===== config.mk =====
export PLATFORM = sky130hd
export DESIGN_NAME = gpm_power_ctrl
export DESIGN_NICKNAME = d
export VERILOG_FILES = /design/src/rtl/gpm_i2c_watch.sv /design/src/rtl/gpm_power_ctrl.sv
export SDC_FILE = /design/constraint.sdc
export NUM_CORES = 1
export LEC_CHECK = 0
export BUFFER_PORTS_ARGS = -buffer_cell sky130_fd_sc_hd__buf_2
export CAP_MARGIN = 20
export CORE_ASPECT_RATIO = 0.5
export CORE_MARGIN = 3
export CORE_UTILIZATION = 30
export DETAILED_ROUTE_END_ITERATION = 12
export HOLD_SLACK_MARGIN = 0.15
export SYNTH_ARGS = -nofsm -noshare
export SYNTH_HDL_FRONTEND = slang
export SYNTH_SLANG_ARGS = --single-unit

===== constraint.sdc =====
create_clock -name clk_i -period 6.2 [get_ports clk_i]
set_clock_uncertainty 0.05 [all_clocks]
set_input_delay 0.31 -clock clk_i [delete_from_list [all_inputs] [get_ports clk_i]]
set_output_delay 0.31 -clock clk_i [all_outputs]
set_load 0.02 [all_outputs]

===== src/rtl/gpm_i2c_watch.sv =====
package gpm_pkg;
   localparam int unsigned CLK_HZ          = 50_000_000;
   localparam int unsigned INIT_TIME_S     = 2;
   localparam int unsigned INIT_CYC        = INIT_TIME_S * CLK_HZ;
   localparam int unsigned STRETCH_TIME_US = 4000;
   localparam int unsigned STRETCH_CYC     =
      STRETCH_TIME_US * (CLK_HZ / 1_000_000);
   localparam logic [15:0] TAPER_UAH       = 16'h00FA;
   localparam logic [7:0]  A_CFG  = 8'h00;
   localparam logic [7:0]  A_CTRL = 8'h04;
   localparam logic [7:0]  A_RES  = 8'h08;
   localparam logic [7:0]  A_CHGV = 8'h0C;
   localparam logic [7:0]  A_TAPI = 8'h10;
   localparam logic [7:0]  A_TAPV = 8'h14;
   localparam logic [7:0]  A_SLPI = 8'h18;
   localparam logic [7:0]  A_HIBI = 8'h1C;
   localparam logic [7:0]  A_HIBV = 8'h20;
   localparam logic [7:0]  A_TLO  = 8'h24;
   localparam logic [7:0]  A_THI  = 8'h28;
   localparam logic [7:0]  A_THYS = 8'h2C;
   localparam logic [7:0]  A_STAT = 8'h30;
   localparam logic [7:0]  A_RCAP = 8'h34;
   localparam logic [7:0]  A_FCAP = 8'h38;
   localparam logic [7:0]  A_TEMP = 8'h3C;
   localparam int unsigned B_FC_HI  = 12;
   localparam int unsigned B_FC_LO  = 11;
   localparam int unsigned B_HIBREQ = 9;
   localparam int unsigned B_LSLP   = 8;
   localparam int unsigned B_SLEEP  = 5;
   localparam int unsigned B_COPY   = 4;
   localparam int unsigned B_POL    = 2;
   localparam logic [15:0] RST_CFG  = 16'h0830;
   localparam logic [15:0] RST_CHGV = 16'h1068;
   localparam logic [15:0] RST_TAPI = 16'h0064;
   localparam logic [15:0] RST_TAPV = 16'h0064;
   localparam logic [15:0] RST_SLPI = 16'h000A;
   localparam logic [15:0] RST_HIBI = 16'h0008;
   localparam logic [15:0] RST_HIBV = 16'h0898;
   localparam logic [15:0] RST_TLO  = 16'h0000;
   localparam logic [15:0] RST_THI  = 16'h01C2;
   localparam logic [15:0] RST_THYS = 16'h0032;
   localparam logic [15:0] RST_RCAP = 16'h0000;
   localparam logic [15:0] RST_FCAP = 16'h0000;
   localparam logic [15:0] SUB_RESET      = 16'h0001;
   localparam logic [15:0] SUB_RESET_DATA = 16'h0002;
   localparam logic [6:0]  DEV_ADDR       = 7'h2A;
   typedef enum logic [2:0] {
      GPM_INSERT_WAIT, GPM_INIT, GPM_NORMAL, GPM_LIGHT,
      GPM_CALIB, GPM_SLEEP, GPM_HIBERNATE
   } gpm_state_t;
endpackage

`timescale 1ns/1ps
`default_nettype none
module gpm_i2c_watch #(
   parameter logic [6:0] ADDR = gpm_pkg::DEV_ADDR
) (
   input  wire logic clk_i,
   input  wire logic srst_i,
   input  wire logic scl_i,
   input  wire logic sda_i,
   output logic      act_o,
   output logic      hit_o,
   output logic      stop_o
);
   logic [1:0] scl_s_q;
   logic [1:0] sda_s_q;
   logic       scl_q;
   logic       sda_q;
   logic [3:0] bits_q;
   logic [7:0] shift_q;
   logic       in_addr_q;
   logic       start_w;
   logic       stop_w;
   logic       rise_w;

   // Pins are asynchronous to clk_i
   always_ff @(posedge clk_i)
   begin
      scl_s_q <= {scl_s_q[0], scl_i};
      sda_s_q <= {sda_s_q[0], sda_i};
      scl_q   <= scl_s_q[1];
      sda_q   <= sda_s_q[1];
   end

   assign start_w = scl_s_q[1] & scl_q & sda_q & ~sda_s_q[1];
   assign stop_w  = scl_s_q[1] & scl_q & ~sda_q & sda_s_q[1];
   assign rise_w  = scl_s_q[1] & ~scl_q;

   always_ff @(posedge clk_i)
   begin
      if (srst_i)
      begin
         bits_q    <= 4'h0;
         shift_q   <= 8'h00;
         in_addr_q <= 1'b0;
         act_o     <= 1'b0;
         hit_o     <= 1'b0;
         stop_o    <= 1'b0;
      end
      else
      begin
         act_o  <= start_w;
         stop_o <= stop_w;
         hit_o  <= 1'b0;
         if (start_w)
         begin
            bits_q    <= 4'h0;
            in_addr_q <= 1'b1;
         end
         else if (stop_w)
            in_addr_q <= 1'b0;
         else if (in_addr_q && rise_w)
         begin
            shift_q <= {shift_q[6:0], scl_q ? sda_s_q[1] : sda_q};
            bits_q  <= bits_q + 4'h1;
            if (bits_q == 4'h7)
            begin
               in_addr_q <= 1'b0;
               // Direction bit arrives now; address is already in
               hit_o     <= (shift_q[6:0] == ADDR);
            end
         end
      end
   end
endmodule
`default_nettype wire


===== src/rtl/gpm_power_ctrl.sv =====
// What this block does
// - Clear charging after two good taper windows
// - On termination optionally copy full capacity over
// - Charging voltage register, default 4200 mV
// - Function code 1: line negated outside temperature
// - Release inhibit only inside hysteresis band
// - Codes 0/2: temperature sampled on query while charging
// - Normal mode measures and decides state changes
// - Light sleep when enabled and current low
// - Leave light sleep on traffic, current, wake
// - Sleep when enabled and current low
// - Offset calibration before entering sleep
// - Leave sleep on current rise or wake
// - Stretch SCL up to 4 ms in sleep
// - Battery removed: stop gauging, await insertion
// - Insertion: open circuit voltage, good line, profiles
// - Wake for host commands while awaiting insertion
// - Hibernate on low voltage with valid reading
// - Hibernate on request and low current
// - Only addressed I2C traffic ends hibernate
// - Good line negated throughout hibernate
// - After hibernate wake, reinitialize battery data
// - Count software resets, report on query
// - Function code from two select bits
// - Polarity bit sets good line level
//
// The address map and the APB register port were decided locally.
`timescale 1ns/1ps
`default_nettype none
module gpm_power_ctrl #(
   parameter int unsigned INIT_CYC    = gpm_pkg::INIT_CYC,
   parameter int unsigned STRETCH_CYC = gpm_pkg::STRETCH_CYC
) (
   input  wire logic               clk_i,
   input  wire logic               srst_i,
   input  wire logic               psel_i,
   input  wire logic               penable_i,
   input  wire logic               pwrite_i,
   input  wire logic [7:0]         paddr_i,
   input  wire logic [31:0]        pwdata_i,
   input  wire logic [3:0]         pstrb_i,
   output logic      [31:0]        prdata_o,
   output logic                    pready_o,
   output logic                    pslverr_o,
   input  wire logic               scl_i,
   input  wire logic               sda_i,
   output logic                    scl_o,
   output logic                    scl_oe_o,
   input  wire logic               bat_present_i,
   input  wire logic signed [15:0] mean_current_i,
   input  wire logic        [15:0] cell_voltage_i,
   input  wire logic signed [15:0] temperature_i,
   input  wire logic        [15:0] cap_delta_i,
   input  wire logic               meas_tick_i,
   input  wire logic               taper_tick_i,
   input  wire logic               wake_det_i,
   input  wire logic               ocv_done_i,
   input  wire logic               calib_done_i,
   output logic                    battery_good_line_o,
   output logic                    charging_o,
   output logic                    gauging_o,
   output logic                    hfo_on_o,
   output logic                    cpu_run_o,
   output logic                    ocv_measure_o,
   output logic                    profile_select_o,
   output logic                    calib_start_o,
   output logic                    temp_sample_o,
   output logic      [2:0]         power_mode_o
);
   gpm_pkg::gpm_state_t state_q;
   gpm_pkg::gpm_state_t state_d;
   logic [15:0] rf_q [0:15];
   logic [15:0] reset_cnt_q;
   logic [15:0] result_q;
   logic [15:0] acc_q;
   logic [15:0] acc_d;
   logic        ok_cnt_q;
   logic        charging_q;
   logic        inhibit_q;
   logic        good_q;
   logic        ocv_valid_q;
   logic        serve_q;
   logic [31:0] init_cnt_q;
   logic [31:0] stretch_q;
   logic        act_w;
   logic        hit_w;
   logic        stop_w;
   logic        wr_w;
   logic        rd_setup_w;
   logic [3:0]  idx_w;
   logic        term_w;
   logic        win_ok_w;
   logic        pfc1_w;
   logic        low_i_w;
   logic        high_i_w;
   logic        hib_w;
   logic        gauge_w;
   logic        sw_rst_w;

   function automatic logic [15:0] abs16(input logic signed [15:0] v);
      abs16 = v[15] ? 16'(-v) : v;
   endfunction

   function automatic logic [15:0] rst_val(input logic [3:0] i);
      case ({2'b00, i, 2'b00})
         gpm_pkg::A_CFG:  rst_val = gpm_pkg::RST_CFG;
         gpm_pkg::A_CHGV: rst_val = gpm_pkg::RST_CHGV;
         gpm_pkg::A_TAPI: rst_val = gpm_pkg::RST_TAPI;
         gpm_pkg::A_TAPV: rst_val = gpm_pkg::RST_TAPV;
         gpm_pkg::A_SLPI: rst_val = gpm_pkg::RST_SLPI;
         gpm_pkg::A_HIBI: rst_val = gpm_pkg::RST_HIBI;
         gpm_pkg::A_HIBV: rst_val = gpm_pkg::RST_HIBV;
         gpm_pkg::A_TLO:  rst_val = gpm_pkg::RST_TLO;
         gpm_pkg::A_THI:  rst_val = gpm_pkg::RST_THI;
         gpm_pkg::A_THYS: rst_val = gpm_pkg::RST_THYS;
         gpm_pkg::A_RCAP: rst_val = gpm_pkg::RST_RCAP;
         gpm_pkg::A_FCAP: rst_val = gpm_pkg::RST_FCAP;
         default:         rst_val = 16'h0000;
      endcase
   endfunction

   gpm_i2c_watch u_watch (
      .clk_i  (clk_i),
      .srst_i (srst_i),
      .scl_i  (scl_i),
      .sda_i  (sda_i),
      .act_o  (act_w),
      .hit_o  (hit_w),
      .stop_o (stop_w)
   );

   // Zero-wait slave: pready only in the access cycle
   assign idx_w      = paddr_i[5:2];
   assign wr_w       = psel_i & penable_i & pready_o & pwrite_i &
                       ~pslverr_o;
   assign rd_setup_w = psel_i & ~penable_i & ~pwrite_i;
   assign sw_rst_w   = wr_w && (paddr_i == gpm_pkg::A_CTRL) &&
                       (pwdata_i[15:0] == gpm_pkg::SUB_RESET);
   assign pfc1_w     = ~rf_q[0][gpm_pkg::B_FC_HI] &
                       rf_q[0][gpm_pkg::B_FC_LO];
   assign low_i_w    = abs16(mean_current_i) < rf_q[6];
   assign high_i_w   = abs16(mean_current_i) > rf_q[6];
   assign hib_w      = ocv_valid_q &&
      ((cell_voltage_i < rf_q[8]) ||
       (rf_q[0][gpm_pkg::B_HIBREQ] &&
        abs16(mean_current_i) < rf_q[7]));
   assign gauge_w    = state_q inside {gpm_pkg::GPM_NORMAL,
      gpm_pkg::GPM_LIGHT, gpm_pkg::GPM_CALIB, gpm_pkg::GPM_SLEEP};

   always_ff @(posedge clk_i)
   begin
      if (srst_i)
      begin
         pready_o  <= 1'b0;
         pslverr_o <= 1'b0;
         prdata_o  <= 32'h0000_0000;
      end
      else
      begin
         pready_o  <= psel_i & ~penable_i;
         pslverr_o <= psel_i & ~penable_i &
                      ((paddr_i[7:6] != 2'b00) | (paddr_i[1:0] != 2'b00));
         if (rd_setup_w)
            case (paddr_i)
               gpm_pkg::A_CTRL: prdata_o <= 32'h0000_0000;
               gpm_pkg::A_RES:  prdata_o <= {16'h0000, result_q};
               gpm_pkg::A_STAT: prdata_o <= {24'h00_0000, serve_q,
                  charging_q, inhibit_q, ocv_valid_q, good_q, state_q};
               gpm_pkg::A_TEMP: prdata_o <= {16'h0000, temperature_i};
               default:         prdata_o <= {16'h0000, rf_q[idx_w]};
            endcase
      end
   end

   // Hardware load of remaining capacity beats a software write
   always_ff @(posedge clk_i)
   begin
      if (srst_i)
      begin
         for (int i = 0; i < 16; i++)
            rf_q[i] <= rst_val(4'(i));
      end
      else
      begin
         if (wr_w && !(paddr_i inside {gpm_pkg::A_CTRL,
             gpm_pkg::A_RES, gpm_pkg::A_STAT, gpm_pkg::A_TEMP}))
         begin
            if (pstrb_i[0])
               rf_q[idx_w][7:0] <= pwdata_i[7:0];
            if (pstrb_i[1])
               rf_q[idx_w][15:8] <= pwdata_i[15:8];
         end
         if (term_w && rf_q[0][gpm_pkg::B_COPY])
            rf_q[13] <= rf_q[14];
         if (state_q == gpm_pkg::GPM_HIBERNATE && hit_w)
            rf_q[0][gpm_pkg::B_HIBREQ] <= 1'b0;
      end
   end

   always_ff @(posedge clk_i)
   begin
      if (srst_i)
      begin
         reset_cnt_q <= 16'h0000;
         result_q    <= 16'h0000;
      end
      else if (wr_w && (paddr_i == gpm_pkg::A_CTRL))
      begin
         if (sw_rst_w)
            reset_cnt_q <= reset_cnt_q + 16'h0001;
         result_q <= (pwdata_i[15:0] == gpm_pkg::SUB_RESET_DATA) ?
                     reset_cnt_q : 16'h0000;
      end
   end

   // Charge termination over taper windows
   assign acc_d    = acc_q + (meas_tick_i ? cap_delta_i : 16'h0000);
   assign win_ok_w = (mean_current_i < $signed(rf_q[4])) &&
                     (acc_d > gpm_pkg::TAPER_UAH);
   assign term_w   = taper_tick_i && win_ok_w && ok_cnt_q && charging_q &&
      ({1'b0, cell_voltage_i} > {1'b0, rf_q[3]} - {1'b0, rf_q[5]});

   always_ff @(posedge clk_i)
   begin
      if (srst_i)
      begin
         acc_q      <= 16'h0000;
         ok_cnt_q   <= 1'b0;
         charging_q <= 1'b0;
      end
      else
      begin
         acc_q <= taper_tick_i ? 16'h0000 : acc_d;
         if (taper_tick_i)
            ok_cnt_q <= win_ok_w & ~term_w;
         if (term_w)
            charging_q <= 1'b0;
         else if (mean_current_i > $signed(rf_q[4]))
            charging_q <= 1'b1;
      end
   end

   // Charge inhibit, judged at each temperature sample
   always_ff @(posedge clk_i)
   begin
      if (srst_i || !pfc1_w)
         inhibit_q <= 1'b0;
      else if (meas_tick_i && gauge_w)
      begin
         if (temperature_i < $signed(rf_q[9]) ||
             temperature_i > $signed(rf_q[10]))
            inhibit_q <= 1'b1;
         else if (temperature_i >= $signed(rf_q[9] + rf_q[11]) &&
                  temperature_i <= $signed(rf_q[10] - rf_q[11]))
            inhibit_q <= 1'b0;
      end
   end

   always_comb
   begin
      state_d = state_q;
      case (state_q)
         gpm_pkg::GPM_INSERT_WAIT:
            if (bat_present_i)
               state_d = gpm_pkg::GPM_INIT;
         gpm_pkg::GPM_INIT:
            if (ocv_done_i || init_cnt_q >= INIT_CYC - 1)
               state_d = gpm_pkg::GPM_NORMAL;
         gpm_pkg::GPM_NORMAL:
            if (hib_w)
               state_d = gpm_pkg::GPM_HIBERNATE;
            else if (rf_q[0][gpm_pkg::B_LSLP] && low_i_w)
               state_d = gpm_pkg::GPM_LIGHT;
            else if (rf_q[0][gpm_pkg::B_SLEEP] && low_i_w)
               state_d = gpm_pkg::GPM_CALIB;
         gpm_pkg::GPM_LIGHT:
            if (act_w || high_i_w || wake_det_i)
               state_d = gpm_pkg::GPM_NORMAL;
         gpm_pkg::GPM_CALIB:
            if (high_i_w || wake_det_i)
               state_d = gpm_pkg::GPM_NORMAL;
            else if (calib_done_i)
               state_d = gpm_pkg::GPM_SLEEP;
         gpm_pkg::GPM_SLEEP:
            if (hib_w)
               state_d = gpm_pkg::GPM_HIBERNATE;
            else if (high_i_w || wake_det_i)
               state_d = gpm_pkg::GPM_NORMAL;
         gpm_pkg::GPM_HIBERNATE:
            if (hit_w)
               state_d = gpm_pkg::GPM_INIT;
         default:
            state_d = gpm_pkg::GPM_INSERT_WAIT;
      endcase
      // Removal ends gauging from any powered state
      if (!bat_present_i && state_q != gpm_pkg::GPM_HIBERNATE)
         state_d = gpm_pkg::GPM_INSERT_WAIT;
   end

   always_ff @(posedge clk_i)
   begin
      if (srst_i)
      begin
         state_q     <= gpm_pkg::GPM_INSERT_WAIT;
         init_cnt_q  <= 32'h0000_0000;
         good_q      <= 1'b0;
         ocv_valid_q <= 1'b0;
      end
      else
      begin
         state_q    <= state_d;
         init_cnt_q <= (state_d == gpm_pkg::GPM_INIT && state_q == state_d) ?
                       init_cnt_q + 32'h0000_0001 : 32'h0000_0000;
         if (state_d inside {gpm_pkg::GPM_HIBERNATE,
             gpm_pkg::GPM_INSERT_WAIT} || (state_d == gpm_pkg::GPM_INIT &&
             state_q != gpm_pkg::GPM_INIT))
         begin
            good_q      <= 1'b0;
            ocv_valid_q <= 1'b0;
         end
         else if (state_q == gpm_pkg::GPM_INIT && ocv_done_i)
         begin
            good_q      <= 1'b1;
            ocv_valid_q <= 1'b1;
         end
      end
   end

   always_ff @(posedge clk_i)
   begin
      if (srst_i)
      begin
         battery_good_line_o <= 1'b1;
         charging_o          <= 1'b0;
         gauging_o           <= 1'b0;
         hfo_on_o            <= 1'b1;
         cpu_run_o           <= 1'b0;
         ocv_measure_o       <= 1'b0;
         profile_select_o    <= 1'b0;
         calib_start_o       <= 1'b0;
         temp_sample_o       <= 1'b0;
         power_mode_o        <= 3'h0;
         serve_q             <= 1'b0;
      end
      else
      begin
         battery_good_line_o <= (good_q & ~inhibit_q) ~^
                                rf_q[0][gpm_pkg::B_POL];
         charging_o    <= charging_q;
         gauging_o     <= gauge_w;
         hfo_on_o      <= !(state_q inside {gpm_pkg::GPM_SLEEP,
            gpm_pkg::GPM_HIBERNATE, gpm_pkg::GPM_INSERT_WAIT});
         // Halted insert wait still serves addressed commands
         if (state_q == gpm_pkg::GPM_INSERT_WAIT && hit_w)
            serve_q <= 1'b1;
         else if (stop_w || state_q != gpm_pkg::GPM_INSERT_WAIT)
            serve_q <= 1'b0;
         cpu_run_o     <= gauge_w || serve_q ||
                          state_q == gpm_pkg::GPM_INIT;
         ocv_measure_o <= state_d == gpm_pkg::GPM_INIT &&
                          state_q != gpm_pkg::GPM_INIT;
         profile_select_o <= state_q == gpm_pkg::GPM_INIT && ocv_done_i;
         calib_start_o <= state_d == gpm_pkg::GPM_CALIB &&
                          state_q != gpm_pkg::GPM_CALIB;
         // Codes 0 and 2 skip periodic samples while charging
         temp_sample_o <= (pfc1_w || !charging_q) ? meas_tick_i & gauge_w
            : rd_setup_w && (paddr_i == gpm_pkg::A_TEMP);
         power_mode_o  <= state_q;
      end
   end

   // Clock stretch while the sleeping core catches up
   always_ff @(posedge clk_i)
   begin
      if (srst_i)
      begin
         stretch_q <= 32'h0000_0000;
         scl_o     <= 1'b0;
         scl_oe_o  <= 1'b0;
      end
      else
      begin
         scl_o <= 1'b0;
         if (state_q == gpm_pkg::GPM_SLEEP && hit_w)
            stretch_q <= STRETCH_CYC;
         else if (stretch_q != 32'h0000_0000)
            stretch_q <= stretch_q - 32'h0000_0001;
         scl_oe_o <= stretch_q != 32'h0000_0000;
      end
   end
endmodule
`default_nettype wire


==> impl_metrics.py <==
metrics = {
    "placed_design": {
        "hpwl_mm": 57.5,
        "io_buffers": 133,
        "dp_slack_ps": 815,
        "gp_congestion": 0.916,
        "place_inst": 3693,
    },
    "clocking": {
        "post-cts-setup-buffers": 0,
        "clock-root-buffer": "clkbuf_16",
        "cts_made_buffers": 46,
        "cts.sinks": 428,
        "worstSkewPairLatency_ps": 580,
        "cts.clk_slew.worst_paths_ps": 60,
        "cts_buffer_depth": 3,
        "cts_tree": "built",
        "htree_levels": 2,
    },
    "power": {
        "p_per_area_mw_per_mm2": 263,
        "leakage_nw": 11.3,
        "p_total_mw": 7.55,
        "peakVddDrop_v": 0.000158,
    },
    "synthesis": {
        "synth_area_mm2": 0.0252,
        "async_flop_share": 0,
        "yosysUniqueCellTypes": 78,
        "synth-edff-count": 256,
        "synth_ff_type": "edfxtp_1",
        "yosysSeqAreaShare": 0.441,
        "yosysWarnings": 0,
        "synthCells": 2547,
        "ys_ff_latch": 428,
        "synth_area_per_cell_um2": 9.91,
    },
    "critical_path": {
        "r2r-start": "rf_q[3][1]",
        "arrival_ps": 5810,
        "critPathLaunch": "rf_q[3][1]",
        "worstSetupPathType": "reg -> reg",
        "cp-start-kind": "register",
        "worstPathRequired_ps": 6470,
        "path_max_fanout": 16,
        "endpoint_kind": "register",
    },
    "sta": {
        "tightest_slew_ps": 1010,
        "min_period_ps": 5540,
        "min_period_over_period": 0.894,
        "fin_tns_setup_ps": 0,
        "slew_viol_final": 0,
        "relSlewSlack": 0.325,
        "setup_violations": 0,
        "setup_ws_ps": 660,
        "fmax_ghz": 0.180,
        "hold_viol": 0,
        "rsz0062_at_grt": "no",
    },
    "die": {
        "die_y_um": 211,
        "fp.dieW_um": 416,
        "coreArea_mm2": 0.0825,
        "io-pin-count": 169,
        "start_util": 0.306,
        "rows": 74,
        "die_area_mm2": 0.0879,
    },
    "global_route": {
        "grt_antenna_before_repair": 5,
        "grt_overflow": 0,
        "grt_pass1_vias": 19157,
        "grt_pass1_wl_mm": 115,
        "grt.total_usage": 0.169,
        "grt_start_max_net_pins": 70,
    },
    "routing": {
        "drc": 0,
        "ant_nets": 0,
        "drt_iter0_drc": 1715,
        "vias": 19663,
        "routed_wl_mm": 75.7,
        "routedWlPerCell_um": 19.9,
        "vias_per_cell": 5.17,
        "first_pass_iters": 7,
    },
    "flow_run": {
        "maxCapViolCount": 0,
    },
    "layout": {
        "drive_gt1_frac": 0.125,
        "post-route-util": 0.348,
        "fin_nets": 2991,
        "area_growth_pct": 13.7,
        "layout.cells.non_filler": 3804,
    },
    "outcome": {
        "status": "finished clean",
    },
    "worst_hold_path": {
        "min_path_type": "in -> reg",
        "hp-start": "paddr_i[6]",
    },
}
[critical path, cell delays in order, from the launching register on]
cell	delay [ps]
edfxtp_1	450
ha_1	290
nor2b_1	120
o21ai_0	240
a21boi_0	140
o21ai_0	250
a21oi_1	130
o21a_1	230
o21ai_0	520
nand2_1	130
xnor2_1	160
ha_1	300
nand4_1	110
nor3_1	250
a21oi_1	100
o21a_1	120
a311o_1	310
nor3_1	410
nand3_2	500
mux2_2	450
[through the flow]
stage               hold slack (ps)  cell area [um^2]
floorplan                       260             25300
finish                          186             28700
global placement                263             26900
CTS                             151             28700
global route                    164             28700
detailed placement              264             26900
[registers in the layout, indices dropped and copies added, names as in the netlist, 2 cells and up]
name,flops
acc_q,16
init_cnt_q,32
power_mode_o,3
prdata_o,16
reset_cnt_q,16
result_q,16
rf_q,256
state_q,3
stretch_q,32
u_watch.bits_q,4
u_watch.scl_s_q,2
u_watch.sda_s_q,2
u_watch.shift_q,7
[layout make-up]
cell class | instances | area (um^2)
antenna | 5 | 12.5
clock buffer | 66 | 1380
clock inverter | 20 | 188
fill | 8255 | 53800
inverter | 171 | 642
multi-input combinational | 1848 | 13000
sequential | 428 | 11100
tap | 1102 | 1380
timing repair buffer | 164 | 951
[synthesized netlist by cell type, types with 5 or more instances]
master	number	area, um^2
a211o_1	5	43.8
nand4_1	25	156
o31ai_1	8	60.1
xor2_1	57	499
nor4_1	22	138
nand3_1	53	265
o211ai_1	7	52.6
nand2b_1	28	175
mux2i_1	6	60.1
nand4b_1	7	61.3
nand3b_1	8	60.1
nor2b_1	38	238
mux4_2	80	1800
o41ai_1	6	52.6
nor3_1	36	180
o21a_1	18	135
a22oi_1	17	128
or2_2	8	50.1
buf_1	9	33.8
inv_1	170	638
buf_2	11	55.1
xnor2_1	75	657
a31oi_1	19	119
nor2_1	422	1580
o21bai_1	13	97.6
a222oi_1	14	140
nand2_1	266	998
a21oi_1	117	586
and2_1	25	156
ha_1	207	2590
a211oi_1	22	165
a21o_1	29	218
dfxtp_1	172	3440
edfxtp_1	256	7690
nor3b_1	6	45.0
mux2_2	18	203
o21ai_0	63	315
buf_4	18	135
and3_1	23	144
clkbuf_1	83	312
or3_1	12	75.1
[where the power goes]
group          switching [mW]  total (mW)  internal (mW)
combinational           0.831        1.41          0.574
clock                    1.17        2.85           1.68
sequential              0.129        3.29           3.16
total                    2.13        7.55           5.42
[cells by family after synthesis]
family                   after synthesis  share of synthesized area
AND/OR/NAND/NOR                     1000                      0.180
adder cells (fa/ha/maj)              211                      0.106
XOR/XNOR                             132                     0.0458
AO/OA/AOI/OAI                        379                     0.0984
flip-flops                           428                      0.441
buffers and inverters                292                     0.0466
multiplexers                         104                     0.0818
other                                  1                   0.000149
[placed cells by master (no fill, tap or decap), types with 9 or more instances in the layout]
cell	count
mux2_2	18
buf_4	12
buf_2	132
ha_1	207
dlygate4sd3_1	20
nor3_1	36
nand2_1	266
nor4_1	21
conb_1	22
nand4_1	25
or3_1	12
a21oi_1	117
edfxtp_1	256
clkbuf_16	50
nor2_1	421
nor2b_1	38
a31oi_1	19
o21ai_0	63
o21bai_1	13
a21o_1	29
o21a_1	18
and2_1	25
xnor2_1	75
dfxtp_1	172
mux4_2	80
inv_1	169
and3_1	23
xor2_1	57
clkbuf_1	9
nand2b_1	28
a22oi_1	17
nand3_1	53
a211oi_1	22
a222oi_1	14
[routing by layer]
layer | global-route usage | share of wire
met1 | 0.221 | 0.42
met2 | 0.284 | 0.48
met3 | 0.0267 | 0.071
met4 | 0.0621 | 0.035
met5 | 0 | 0
[path summary, 6_finish.rpt]
kind,slack (ps),cells past startpoint,end
hold / removal,190,4,pslverr_o
setup / recovery,660,19,rf_q[13][6]
setup reg to reg,660,19,rf_q[13][6]
hold reg to reg,270,0,u_watch.scl_s_q[1]
[what timing repair did]
item	4_1_cts	5_1_grt
hold buffers	20	0
setup endpoints to repair	0	0
hold endpoints to repair	34	0
resized for setup	0	0
Note: power is estimated with default switching activity, not from simulation.
